[src/hw/pcg_pkg.sv]
// Constants and types shared by the PLL clock generator
package pcg_pkg;
	// Master clock rate and nominal VCO step
	localparam longint MCLK_HZ = 64'h0000_0000_0773_5940;
	localparam longint NOM_HZ = 64'h0000_0000_004B_0000;
	// Phase accumulator: VCO period is 2 * 2^ACC_W / increment cycles
	localparam int ACC_W = 20;
	localparam int INC_W = 22;
	localparam logic [INC_W-1:0] NOM_INC =
		INC_W'((NOM_HZ * (64'h1 << (ACC_W + 1))) / MCLK_HZ);
	localparam logic [INC_W-1:0] MAX_INC = 22'h0F_FFFF;
	// Filter steps for acquisition and tracking
	localparam logic [INC_W-1:0] ACQ_STEP = 22'h00_0040;
	localparam logic [INC_W-1:0] TRK_STEP = 22'h00_0004;
	// Programming register fields
	localparam int N_MSB = 7;
	localparam int N_LSB = 4;
	localparam int L_MSB = 3;
	localparam int L_LSB = 0;
	// Source change wait, in cycles of each input clock
	localparam logic [1:0] SW_WAIT = 2'h3;
	// Lock detector window in reference cycles and tolerances
	localparam logic [7:0] LD_WIN = 8'h10;
	localparam logic [7:0] TRK_TOL = 8'h02;
	localparam logic [7:0] UNT_TOL = 8'h04;
	localparam logic [7:0] LCK_TOL = 8'h01;
	localparam logic [7:0] UNL_TOL = 8'h02;
	// Crystal half period in master clock cycles
	localparam int XTAL_HALF_DEF = 16;

	typedef enum {SEL_XTAL, SEL_TO_VCO, SEL_VCO, SEL_TO_XTAL} pcg_sel_t;

	typedef struct packed {
		logic pll_on;
		logic base_clock_select;
	} pcg_wr_t;

	typedef struct packed {
		logic pll_on;
		logic base_clock_select;
		logic trk;
		logic lock;
	} pcg_stat_t;
endpackage

[src/hw/pcg_top.sv]
// PLL clock generator: crystal, loop, lock detector and base clock selector
// Operation
// [RQ1] Base clock is selected clock divided by two
// [RQ2] Crystal runs only while oscillator enable high
// [RQ3] Crystal clock buffered into same-rate reference clocks
// [RQ4] Feedback clock is VCO divided by N
// [RQ5] Loop settles at N times reference frequency
// [RQ6] Phase detector pulse width/direction follows phase error
// [RQ7] Lock detector compares feedback and reference frequencies
// [RQ8] VCO centre is nominal step times L
// [RQ9] Acquisition mode shows tracking bit clear
// [RQ10] Tracking mode makes only small corrections
// [RQ11] Automatic mode switches filter mode by itself
// [RQ12] Interrupt on lock entry and on lock exit
// [RQ13] Software selects VCO only after lock set; code checks only that pll_on is set, not lock
// [RQ14] Source change waits three cycles each, output held
// [RQ15] Refuse VCO select off, off while selected, both
// [RQ16] N zero acts as one; L zero disables
// [RQ17] Upper nibble is N, lower nibble is L
`timescale 1ns/1ns
module pcg_top #(
	parameter int XTAL_HALF = pcg_pkg::XTAL_HALF_DEF
) (
	// Clock and reset
	input wire logic mclk,
	input wire logic rst,
	// System integration side
	input wire logic osc_enable_from_sysint,
	output logic base_clock_out,
	// Control
	input wire logic ctl_wr,
	input pcg_pkg::pcg_wr_t ctl_data,
	input wire logic auto_mode,
	input wire logic acq_manual,
	input wire logic irq_enable,
	input wire logic [7:0] loop_programming_reg,
	// Status
	output pcg_pkg::pcg_stat_t status,
	output logic lock_irq,
	// Internal clocks brought out
	output logic crystal_clock,
	output logic loop_reference_clock,
	output logic final_reference_clock,
	output logic loop_osc_clock,
	output logic divided_feedback_clock,
	// Loop filter model
	output logic pd_up,
	output logic pd_dn,
	output logic [pcg_pkg::INC_W-1:0] filter_capacitor_pin
);
	import pcg_pkg::*;

	if (XTAL_HALF < 2 || XTAL_HALF > 65535)
	begin : g_chk
		$error("XTAL_HALF out of range");
	end

	logic [3:0] mult_n, range_l, nmax;
	logic l_zero, pll_run, on_chg, bcs_chg;
	logic [15:0] xcnt_q;
	logic xtal_q, xrise, lref_q, rdv_q;
	logic [ACC_W-1:0] acc_q;
	logic [ACC_W:0] acc_sum;
	logic vco_q, vrise;
	logic [INC_W-1:0] inc_q, centre, dbl, lo, hi, step;
	logic [INC_W:0] up_sum;
	logic [3:0] fcnt_q;
	logic fb_tick, fdv_q, up_q, dn_q;
	logic [7:0] wcnt_q, fbc_q, fb_now, mag;
	logic win_end, trk_q, trk_d, lock_q, lock_d, irq_q;
	logic pll_on_q, bcs_q;
	pcg_sel_t sel_q;
	logic [1:0] xw_q, vw_q;
	logic busy, sw_done, base_q;

	assign mult_n = loop_programming_reg[N_MSB:N_LSB]; // [RQ17]
	assign range_l = loop_programming_reg[L_MSB:L_LSB]; // [RQ17]
	assign l_zero = (range_l == 4'h0);
	assign pll_run = pll_on_q && !l_zero; // [RQ16]
	assign nmax = (mult_n == 4'h0) ? 4'h0 : mult_n - 4'h1; // [RQ16]

	// Crystal oscillator as a divider of the master clock
	always_ff @(posedge mclk or posedge rst)
	begin
		if (rst)
		begin
			xcnt_q <= 16'h0000;
			xtal_q <= 1'b0;
		end
		else if (!osc_enable_from_sysint)
		begin
			xcnt_q <= 16'h0000; // [RQ2]
			xtal_q <= 1'b0; // [RQ2]
		end
		else if (xcnt_q == 16'(XTAL_HALF - 1))
		begin
			xcnt_q <= 16'h0000;
			xtal_q <= ~xtal_q;
		end
		else
			xcnt_q <= xcnt_q + 16'h0001;
	end

	assign xrise = osc_enable_from_sysint && !xtal_q &&
		xcnt_q == 16'(XTAL_HALF - 1);

	// Buffered reference and final reference pulse
	always_ff @(posedge mclk or posedge rst)
	begin
		if (rst)
		begin
			lref_q <= 1'b0;
			rdv_q <= 1'b0;
		end
		else
		begin
			lref_q <= xtal_q; // [RQ3]
			rdv_q <= xrise; // [RQ3]
		end
	end

	// VCO range around the centre frequency
	assign centre = INC_W'(range_l * NOM_INC); // [RQ8]
	assign dbl = {centre[INC_W-2:0], 1'b0};
	assign hi = (dbl > MAX_INC) ? MAX_INC : dbl;
	assign lo = {1'b0, centre[INC_W-1:1]};
	assign step = trk_q ? TRK_STEP : ACQ_STEP; // [RQ10]
	assign up_sum = {1'b0, inc_q} + {1'b0, step};

	// Loop filter: the control word stands for the capacitor voltage
	always_ff @(posedge mclk or posedge rst)
	begin
		if (rst)
			inc_q <= '0;
		else if (!pll_run)
			inc_q <= centre; // [RQ8]
		else if (up_q && !dn_q)
			inc_q <= (up_sum > {1'b0, hi}) ? hi : up_sum[INC_W-1:0];
		else if (dn_q && !up_q)
			inc_q <= (inc_q < lo + step) ? lo : inc_q - step;
	end

	// VCO as a phase accumulator
	assign acc_sum = {1'b0, acc_q} + (ACC_W + 1)'(inc_q);
	assign vrise = pll_run && acc_sum[ACC_W] && !vco_q;

	always_ff @(posedge mclk or posedge rst)
	begin
		if (rst)
		begin
			acc_q <= '0;
			vco_q <= 1'b0;
		end
		else if (!pll_run)
		begin
			acc_q <= '0; // [RQ16]
			vco_q <= 1'b0;
		end
		else
		begin
			acc_q <= acc_sum[ACC_W-1:0];
			vco_q <= vco_q ^ acc_sum[ACC_W];
		end
	end

	// Modulo feedback divider; >= so a smaller N takes effect at once
	assign fb_tick = vrise && fcnt_q >= nmax; // [RQ4]

	always_ff @(posedge mclk or posedge rst)
	begin
		if (rst)
			fcnt_q <= 4'h0;
		else if (!pll_run)
			fcnt_q <= 4'h0;
		else if (vrise)
			fcnt_q <= (fcnt_q >= nmax) ? 4'h0 : fcnt_q + 4'h1; // [RQ4]
	end

	always_ff @(posedge mclk or posedge rst)
	begin
		if (rst)
			fdv_q <= 1'b0;
		else
			fdv_q <= fb_tick;
	end

	// Phase-frequency detector driving the filter toward N * f_ref
	always_ff @(posedge mclk or posedge rst)
	begin
		if (rst)
		begin
			up_q <= 1'b0;
			dn_q <= 1'b0;
		end
		else if (!pll_run || ((up_q || xrise) && (dn_q || fb_tick)))
		begin
			up_q <= 1'b0; // [RQ6]
			dn_q <= 1'b0; // [RQ6]
		end
		else
		begin
			up_q <= up_q || xrise; // [RQ5] [RQ6]
			dn_q <= dn_q || fb_tick; // [RQ5] [RQ6]
		end
	end

	// Lock detector: feedback edges counted over a reference window
	assign win_end = pll_run && xrise && wcnt_q == LD_WIN - 8'h01;
	assign fb_now = (fb_tick && fbc_q != 8'hFF) ? fbc_q + 8'h01 : fbc_q;
	assign mag = (fb_now > LD_WIN) ? fb_now - LD_WIN : LD_WIN - fb_now;

	always_ff @(posedge mclk or posedge rst)
	begin
		if (rst)
		begin
			wcnt_q <= 8'h00;
			fbc_q <= 8'h00;
		end
		else if (!pll_run || win_end)
		begin
			wcnt_q <= 8'h00;
			fbc_q <= 8'h00;
		end
		else
		begin
			if (xrise)
				wcnt_q <= wcnt_q + 8'h01;
			fbc_q <= fb_now; // [RQ7]
		end
	end

	always_comb
	begin
		trk_d = trk_q;
		lock_d = lock_q;
		if (!pll_run)
		begin
			trk_d = 1'b0;
			lock_d = 1'b0;
		end
		else if (!auto_mode)
		begin
			trk_d = acq_manual;
			lock_d = 1'b0;
		end
		else if (win_end)
		begin
			if (mag <= TRK_TOL)
				trk_d = 1'b1; // [RQ7] [RQ11]
			else if (mag > UNT_TOL)
				trk_d = 1'b0; // [RQ9] [RQ11]
			if (mag <= LCK_TOL)
				lock_d = 1'b1; // [RQ7]
			else if (mag > UNL_TOL)
				lock_d = 1'b0; // [RQ7]
		end
	end

	always_ff @(posedge mclk or posedge rst)
	begin
		if (rst)
		begin
			trk_q <= 1'b0;
			lock_q <= 1'b0;
			irq_q <= 1'b0;
		end
		else
		begin
			trk_q <= trk_d;
			lock_q <= lock_d;
			irq_q <= irq_enable && auto_mode && (lock_d != lock_q); // [RQ12]
		end
	end

	// Control writes with interlocks
	assign on_chg = ctl_data.pll_on != pll_on_q;
	assign bcs_chg = ctl_data.base_clock_select != bcs_q;

	always_ff @(posedge mclk or posedge rst)
	begin
		if (rst)
			pll_on_q <= 1'b0;
		else if (ctl_wr && on_chg && !bcs_chg &&
			(ctl_data.pll_on || (!bcs_q && sel_q == SEL_XTAL)))
			pll_on_q <= ctl_data.pll_on; // [RQ15]
	end

	always_ff @(posedge mclk or posedge rst)
	begin
		if (rst)
			bcs_q <= 1'b0;
		else if (l_zero)
			bcs_q <= 1'b0; // [RQ16]
		else if (ctl_wr && !on_chg && (pll_on_q || !ctl_data.base_clock_select))
			bcs_q <= ctl_data.base_clock_select; // [RQ1] [RQ13] [RQ15]
	end

	// Base clock selector with transition control
	assign busy = (sel_q == SEL_TO_VCO) || (sel_q == SEL_TO_XTAL);
	assign sw_done = xw_q == SW_WAIT && (vw_q == SW_WAIT || !pll_run);

	always_ff @(posedge mclk or posedge rst)
	begin
		if (rst)
			sel_q <= SEL_XTAL;
		else
			case (sel_q)
				SEL_XTAL:
					if (bcs_q)
						sel_q <= SEL_TO_VCO;
				SEL_TO_VCO:
					if (!bcs_q)
						sel_q <= SEL_XTAL;
					else if (sw_done)
						sel_q <= SEL_VCO; // [RQ14]
				SEL_VCO:
					if (!bcs_q)
						sel_q <= SEL_TO_XTAL;
				SEL_TO_XTAL:
					if (sw_done)
						sel_q <= SEL_XTAL; // [RQ14]
				default:
					sel_q <= SEL_XTAL;
			endcase
	end

	always_ff @(posedge mclk or posedge rst)
	begin
		if (rst)
		begin
			xw_q <= 2'h0;
			vw_q <= 2'h0;
		end
		else if (!busy)
		begin
			xw_q <= 2'h0;
			vw_q <= 2'h0;
		end
		else
		begin
			if (xrise && xw_q != SW_WAIT)
				xw_q <= xw_q + 2'h1; // [RQ14]
			if (vrise && vw_q != SW_WAIT)
				vw_q <= vw_q + 2'h1; // [RQ14]
		end
	end

	// Divide the chosen source by two; frozen while switching
	always_ff @(posedge mclk or posedge rst)
	begin
		if (rst)
			base_q <= 1'b0;
		else if (sel_q == SEL_VCO)
			base_q <= base_q ^ vrise; // [RQ1]
		else if (sel_q == SEL_XTAL)
			base_q <= base_q ^ xrise; // [RQ1]
	end

	assign base_clock_out = base_q;
	assign status = '{pll_on: pll_on_q, base_clock_select: bcs_q, trk: trk_q,
		lock: lock_q};
	assign lock_irq = irq_q;
	assign crystal_clock = xtal_q;
	assign loop_reference_clock = lref_q;
	assign final_reference_clock = rdv_q;
	assign loop_osc_clock = vco_q;
	assign divided_feedback_clock = fdv_q;
	assign pd_up = up_q;
	assign pd_dn = dn_q;
	assign filter_capacitor_pin = inc_q;
endmodule

[config.mk]
export PLATFORM = sky130hd
export DESIGN_NAME = pcg_top
export DESIGN_NICKNAME = d
export VERILOG_FILES = /design/src/hw/pcg_pkg.sv /design/src/hw/pcg_top.sv
export SDC_FILE = /design/constraint.sdc
export NUM_CORES = 1
export LEC_CHECK = 0
export BUFFER_PORTS_ARGS = -buffer_cell sky130_fd_sc_hd__buf_2
export CAP_MARGIN = 20
export CORE_UTILIZATION = 50
export CTS_CLUSTER_DIAMETER = 120
export DETAILED_ROUTE_END_ITERATION = 8
export PLACE_DENSITY = 0.8
export SKIP_CTS_REPAIR_TIMING = 1
export SKIP_LAST_GASP = 1
export SLEW_MARGIN = 40
export SYNTH_ARGS = -nofsm -noshare
export SYNTH_HDL_FRONTEND = slang
export SYNTH_SLANG_ARGS = --single-unit
[constraint.sdc]
create_clock -name mclk -period 5.3 [get_ports mclk]
set_input_delay 0.265 -clock mclk [delete_from_list [all_inputs] [get_ports mclk]]
set_output_delay 0.265 -clock mclk [all_outputs]
set_load 0.02 [all_outputs]
# == Word level (Yosys, flattened, before mapping) ==
# Cells that the tools add are included.
# word_totals
register_bits,127
in_bits,17
output_inout_bits,35
# op_classes
addsub,13
multipliers,1
n_lt_le_gt_ge,9
n_eq_ne,27
mux,48
bitwise,4
reduce_logical,50
# ops
cell,n
32-bit two-way mux,5
22-bit two-way mux,6
32-bit case mux with 4 select lines,1
"32-bit by 2-bit == test with 1-bit output, second input constant",3
"32-bit by 3-bit == test with 1-bit output, second input constant",2
32-bit zero test,2
8-bit two-way mux,5
"32-bit by 1-bit == test with 1-bit output, second input constant",1
16-bit two-way mux,2
22-bit by 7-bit adder with 23-bit output,1
23-bit by 22-bit greater-than comparator with 1-bit output,1
1-bit logical AND,23
"22-bit by 20-bit greater-than comparator with 1-bit output, second input constant",1
22-bit by 21-bit < comparator with 1-bit output,1
22-bit by 7-bit subtractor with 22-bit output,1
20-bit by 21-bit adder with 21-bit output,1
20-bit by 7-bit adder with 21-bit output,1
"4-bit by 17-bit multiplier with 21-bit output, second input constant",1
20-bit two-way mux,1
1-bit two-way mux,19
"16-bit by 1-bit adder with 16-bit output, second input constant",1
"8-bit by 1-bit adder with 8-bit output, second input constant",2
"16-bit by 4-bit == test with 1-bit output, second input constant",1
4-bit two-way mux,4
31 further kinds,66

# == Depth between registers and ports, before layout ==
# logic_depth
depth_word,18
ltp_mapped,31
depth_no_buf,29

# == Worst setup path before layout ==
# Ideal clock, no wire load.
# synth_timing
kind,input-to-reg
startpoint,in loop_programming_reg[1]
endpoint,"reg inc_q[16], in the netlist filter_capacitor_pin[16]"
setup_time_ns,0.082
t_arrival_ns,6.254
t_required_ns,5.218
path_slack_ns,-1.036
cell_stages,29
path_buffers,1
path_cell_list,fa_1 -> fa_1 -> ha_1 -> a21o_1 -> a21oi_1 -> nor2b_1 -> nor2_1 -> o21ai_1 -> xor2_1 -> ha_1 -> a41oi_1 -> nor3_1 -> nand3_1 -> nor3_1 -> xnor2_1 -> ha_1 -> a21o_1 -> a21oi_1 -> nor2b_1 -> o21ai_0 -> nand2b_1 -> a21oi_1 -> nor2b_1 -> a311oi_1 -> clkbuf_1 -> nor2_1 -> a2111oi_0 -> a211oi_1 -> a31oi_1
# synth_between
elab_chain_cells,7
word_cells_on_any_way,15
cone_classes,1 x add/sub; 1 x mul; 3 x order compare; 1 x eq/ne; 6 x mux; 3 x reduce/logical
# synth_lines
item,line_no,text
"start, declared",pcg_top.sv:36,"input wire logic [7:0] loop_programming_reg,"
4-bit by 17-bit multiplier with 21-bit output,pcg_top.sv:123,assign centre = INC_W'(range_l * NOM_INC);
20-bit by 7-bit adder with 21-bit output / 22-bit by 20-bit greater-than comparator with 1-bit output (equally long branches),"pcg_top.sv:140, pcg_top.sv:125",
22-bit by 21-bit < comparator with 1-bit output / 22-bit two-way mux (equally long branches),"pcg_top.sv:140, pcg_top.sv:125",
22-bit two-way mux / 23-bit by 22-bit greater-than comparator with 1-bit output (equally long branches),"pcg_top.sv:140, pcg_top.sv:138",
22-bit two-way mux (on tied branches),"pcg_top.sv:139, pcg_top.sv:138",
22-bit two-way mux,pcg_top.sv:137,else if (up_q && !dn_q)
22-bit two-way mux,pcg_top.sv:135,else if (!pll_run)
"end signal, assigned",pcg_top.sv:136,inc_q <= centre;
"end signal, assigned",pcg_top.sv:138,"inc_q <= (up_sum > {1'b0, hi}) ? hi : up_sum[INC_W-1:0];"
"end signal, assigned",pcg_top.sv:140,inc_q <= (inc_q < lo + step) ? lo : inc_q - step;
"end, declared",pcg_top.sv:65,"logic [INC_W-1:0] inc_q, centre, dbl, lo, hi, step;"
# Parallel ways exist; a longest one is shown, timed or not. The select of a mux whose other input is x is not followed.
# A chain may end at the register's enable or synchronous reset.

# == Final worst setup path ==
# layout_timing
startpoint,in loop_programming_reg[1]
endpoint,"reg inc_q[17], in the netlist filter_capacitor_pin[17]"
# The elaborated chain is that of the path after synthesis.

==> tab_implementation.tex <==
\begin{tabular}{lr}
\hline
Metric & Value \\
\hline
\multicolumn{2}{l}{\textbf{Setup path}} \\
\quad Crit-path max FO & 4 \\
\quad Buffering stage count on the worst path with inverters included & 2 \\
\quad Data required time of the worst path & 5.54 ns \\
\quad CP max stage cell & sky130\_fd\_sc\_hd\_\_fa\_2 \\
\quad Worst Setup Path Type & primary input to flip-flop \\
\quad Family of cells with the greatest summed delay on the critical path & adder cells \\
\quad Critical path launch point type & primary input \\
\quad Element type at the critical path end & flip-flop \\
\quad Peak per-stage delay on the critical path & 0.58 ns \\
\quad Worst Path Arrival & 5.80 ns \\
\multicolumn{2}{l}{\textbf{GRT}} \\
\quad Overall Global Routing Usage & 26.2\% \\
\quad Global-route wire length before repair & 37600 µm \\
\quad Antenna violations before repair & 0 \\
\quad Grt ovf & 0 \\
\quad Number of global-route vias before repair & 7583 \\
\quad Maximum number of pins on one net before global-route repair & 66 \\
\multicolumn{2}{l}{\textbf{Floorplan}} \\
\quad Number of top-level pins & 52 \\
\quad Initial Util & 51.2\% \\
\quad Area of the core region & 17300 µm² \\
\quad Number of placement rows & 48 \\
\quad Die Span X & 135 µm \\
\quad Die outline height & 135 µm \\
\quad Die ar. & 18200 µm² \\
\multicolumn{2}{l}{\textbf{Timing}} \\
\quad Total of endpoints with negative setup slack in the final report & 18 \\
\quad Setup repair after global routing missed its margin & true \\
\quad Upper clock frequency limit & 180 MHz \\
\quad Fraction of the cycle the final worst path needs & 105\% \\
\quad Slew headroom & 42.9\% \\
\quad Worst hold slack & 0.124 ns \\
\quad Hold violation count in the final report & 0 \\
\quad Number of max-slew violations in the final report & 0 \\
\quad Final clock skew & 0.0126 ns \\
\quad Final setup TNS & -3.01 ns \\
\quad Final worst setup slack & -0.256 ns \\
\quad Slew @ Worst Pin & 0.848 ns \\
\quad Minimum clock period after layout & 5.56 ns \\
\multicolumn{2}{l}{\textbf{CTS}} \\
\quad CTS tree & done \\
\quad Register clock-pin slew on the reported worst setup and hold paths & 0.08 ns \\
\quad Clk Latency, worst-skew pair & 0.37 ns \\
\quad Buffer levels on the longest clock path & 2 \\
\quad Clock net sink count & 97 \\
\quad Cts bufs inserted & 9 \\
\quad Root Buffer Master & sky130\_fd\_sc\_hd\_\_clkbuf\_16 \\
\quad H-tree levels & 3 \\
\multicolumn{2}{l}{\textbf{Route}} \\
\quad Remaining antenna violation count & 0 \\
\quad Total wire length & 23600 µm \\
\quad Ratio of routed vias to standard cells & 5.93 \\
\quad Router iterations before antenna repair & 5 \\
\quad Total vias in the final route & 8196 \\
\quad DRC violations left & 0 \\
\quad Detailed-route wire length per cell & 17.1 µm \\
\quad Number of design-rule violations left by the first detailed-router iteration & 680 \\
\multicolumn{2}{l}{\textbf{Synth}} \\
\quad Cell Area, Synth & 8850 µm² \\
\quad Most repeated cell in the gate-level netlist after synthesis & sky130\_fd\_sc\_hd\_\_nor2\_1 \\
\quad Sequential element share of the synthesized area & 27.4\% \\
\quad Unique masters post-synth & 77 \\
\quad Top FF cell, synth & sky130\_fd\_sc\_hd\_\_dfrtp\_1 \\
\quad Post-synthesis area per instance & 8.41 µm² \\
\quad Post-synth top cells & sky130\_fd\_sc\_hd\_\_nor2\_1, sky130\_fd\_sc\_hd\_\_ha\_1, sky130\_fd\_sc\_hd\_\_dfrtp\_1 \\
\quad Synthesis warning total & 0 \\
\quad Count of flip-flops with a built-in enable after synthesis & 0 \\
\quad FFs w/ async S/R, synth & 100\% \\
\quad Gate count of the mapped netlist & 1052 \\
\quad Area share of the largest cell type after synthesis & 27.4\% \\
\quad Cell type with the highest aggregate area in the netlist & sky130\_fd\_sc\_hd\_\_dfrtp\_1 \\
\quad \#FFs+latches synth & 97 \\
\quad Ranking of synthesized cells by area & sky130\_fd\_sc\_hd\_\_dfrtp\_1, sky130\_fd\_sc\_hd\_\_ha\_1, sky130\_fd\_sc\_hd\_\_nor2\_1 \\
\multicolumn{2}{l}{\textbf{Run}} \\
\quad Max-cap viol count & 0 \\
\multicolumn{2}{l}{\textbf{Place}} \\
\quad Cell area reported after detailed placement & 9780 µm² \\
\quad Buffers added on ports & 51 \\
\quad Final RePlAce weighted congestion & 0.953 \\
\quad Dpl ws & -0.785 ns \\
\quad HPWL after detailed placement & 17700 µm \\
\multicolumn{2}{l}{\textbf{Status}} \\
\quad Failing checks & setup timing \\
\quad Outcome & complete, but fails checks \\
\multicolumn{2}{l}{\textbf{Hold path}} \\
\quad Type of the worst min-delay path & primary input to flip-flop \\
\multicolumn{2}{l}{\textbf{Power}} \\
\quad PnR Total Power & 0.00502 W \\
\quad Max IR drop VDD & 0.000250 V \\
\quad Leakage & 4.81 nW \\
\quad Pwr Density & 490 nW/µm² \\
\multicolumn{2}{l}{\textbf{Layout}} \\
\quad Final Cell Area & 10200 µm² \\
\quad Ant diodes & 0 \\
\quad Net count, final & 1281 \\
\quad Fill cell total of the finished layout & 1494 \\
\quad Synthesis-to-layout area growth & 15.7\% \\
\quad Total area of multi-input combinational cells & 6190 µm² \\
\quad Fraction of final layout cells with drive strength greater than 1 & 17.1\% \\
\quad Area of all sequential standard cells & 2430 µm² \\
\hline
\end{tabular}
-- flip-flops by register name, summed over array words and instances, names as in the netlist, 2 cells and up --
register / flops
fcnt_q: 4
xw_q: 2
filter_capacitor_pin: 22
wcnt_q: 8
acc_q: 20
vw_q: 2
xcnt_q: 16
sel_q: 2
fbc_q: 8
-- path summary, 6_finish.rpt --
check / endpoint / slack [ns] / from / cells past startpoint
setup / recovery: filter_capacitor_pin[17] / -0.26 / loop_programming_reg[1] / 31
max in group asynchronous: acc_q[9] / 3.90 / rst / 4
setup reg to reg: trk_q / 0.40 / filter_capacitor_pin[7] / 17
hold reg to reg: xcnt_q[0] / 0.46 / xcnt_q[0] / 1
hold / removal: lock_irq / 0.12 / irq_enable / 3
min in group asynchronous: final_reference_clock / 0.46 / rst / 3
-- logic make-up (layout without fill, tap and decap cells) --
| logic type | Yosys count | count (layout) | synth area share [%] |
|---|---|---|---|
| fa+ha+maj | 111 | 111 | 16.3 |
| other cells | 1 | 3 | 0.0424 |
| buf+inv | 78 | 182 | 4.04 |
| mux | 17 | 17 | 2.04 |
| xor+xnor | 100 | 100 | 9.90 |
| compound gates | 239 | 239 | 17.5 |
| flops | 97 | 97 | 27.4 |
| simple gates | 409 | 409 | 22.8 |
-- routing by layer --
layer,wire (µm),up-vias,global-route usage [%]
li1,-,3962,-
met1,10400,3855,36.1
met2,10500,308,40.3
met3,1800,71,4.58
met4,868,0,11.7
met5,0,-,0
-- tightest hold or removal path, delay by kind of cell --
kind                   cells  cell delay, ns
AO/OA/AOI/OAI              1            0.04
buffers and inverters      1            0.09
AND/OR/NAND/NOR            1            0.05
-- layout make-up --
cell class | instances | area share (%)
Clock buffer | 9 | 2.20
Timing Repair Buffer | 132 | 8.79
Sequential cell | 97 | 23.7
Multi-Input combinational cell | 879 | 60.5
Tap cell | 225 | 2.75
Clock inverter | 7 | 0.734
Inverter | 34 | 1.27
-- stage by stage --
stage,utilization (%),std cells
2_1_floorplan,-,1054
3_3_place_gp,56.5,1358
3_5_place_dp,56.6,1358
4_1_cts,58.3,1374
5_1_grt,59.2,1383
6_report,59.2,1383
-- where the power goes --
part / leakage [nW] / total [W] / switching, W / internal, W
sequential: 1.28 / 0.00114 / 0.000244 / 0.000898
clock: 0.143 / 0.000663 / 0.000331 / 0.000333
combinational: 3.39 / 0.00321 / 0.00183 / 0.00138
-- layout by cell type, fill, tap and decap left out, drive strengths merged, types with 5 or more instances in the layout --
master,count
nor2,122
mux2i,12
o22ai,11
nand2,89
nor3b,5
or3,9
xor2,50
o221ai,5
dfrtp,97
mux2,5
o21ai,51
a31oi,17
nand3b,5
nor4,9
o211ai,13
nor2b,19
nand3,32
and3,20
a211oi,10
and2,18
ha,104
a21oi,63
xnor2,50
o21a,9
clkbuf,9
a21o,24
nand4,15
fa,7
buf,131
nor3,29
inv,37
nand2b,19
Note: power is estimated with default switching activity, not from simulation.
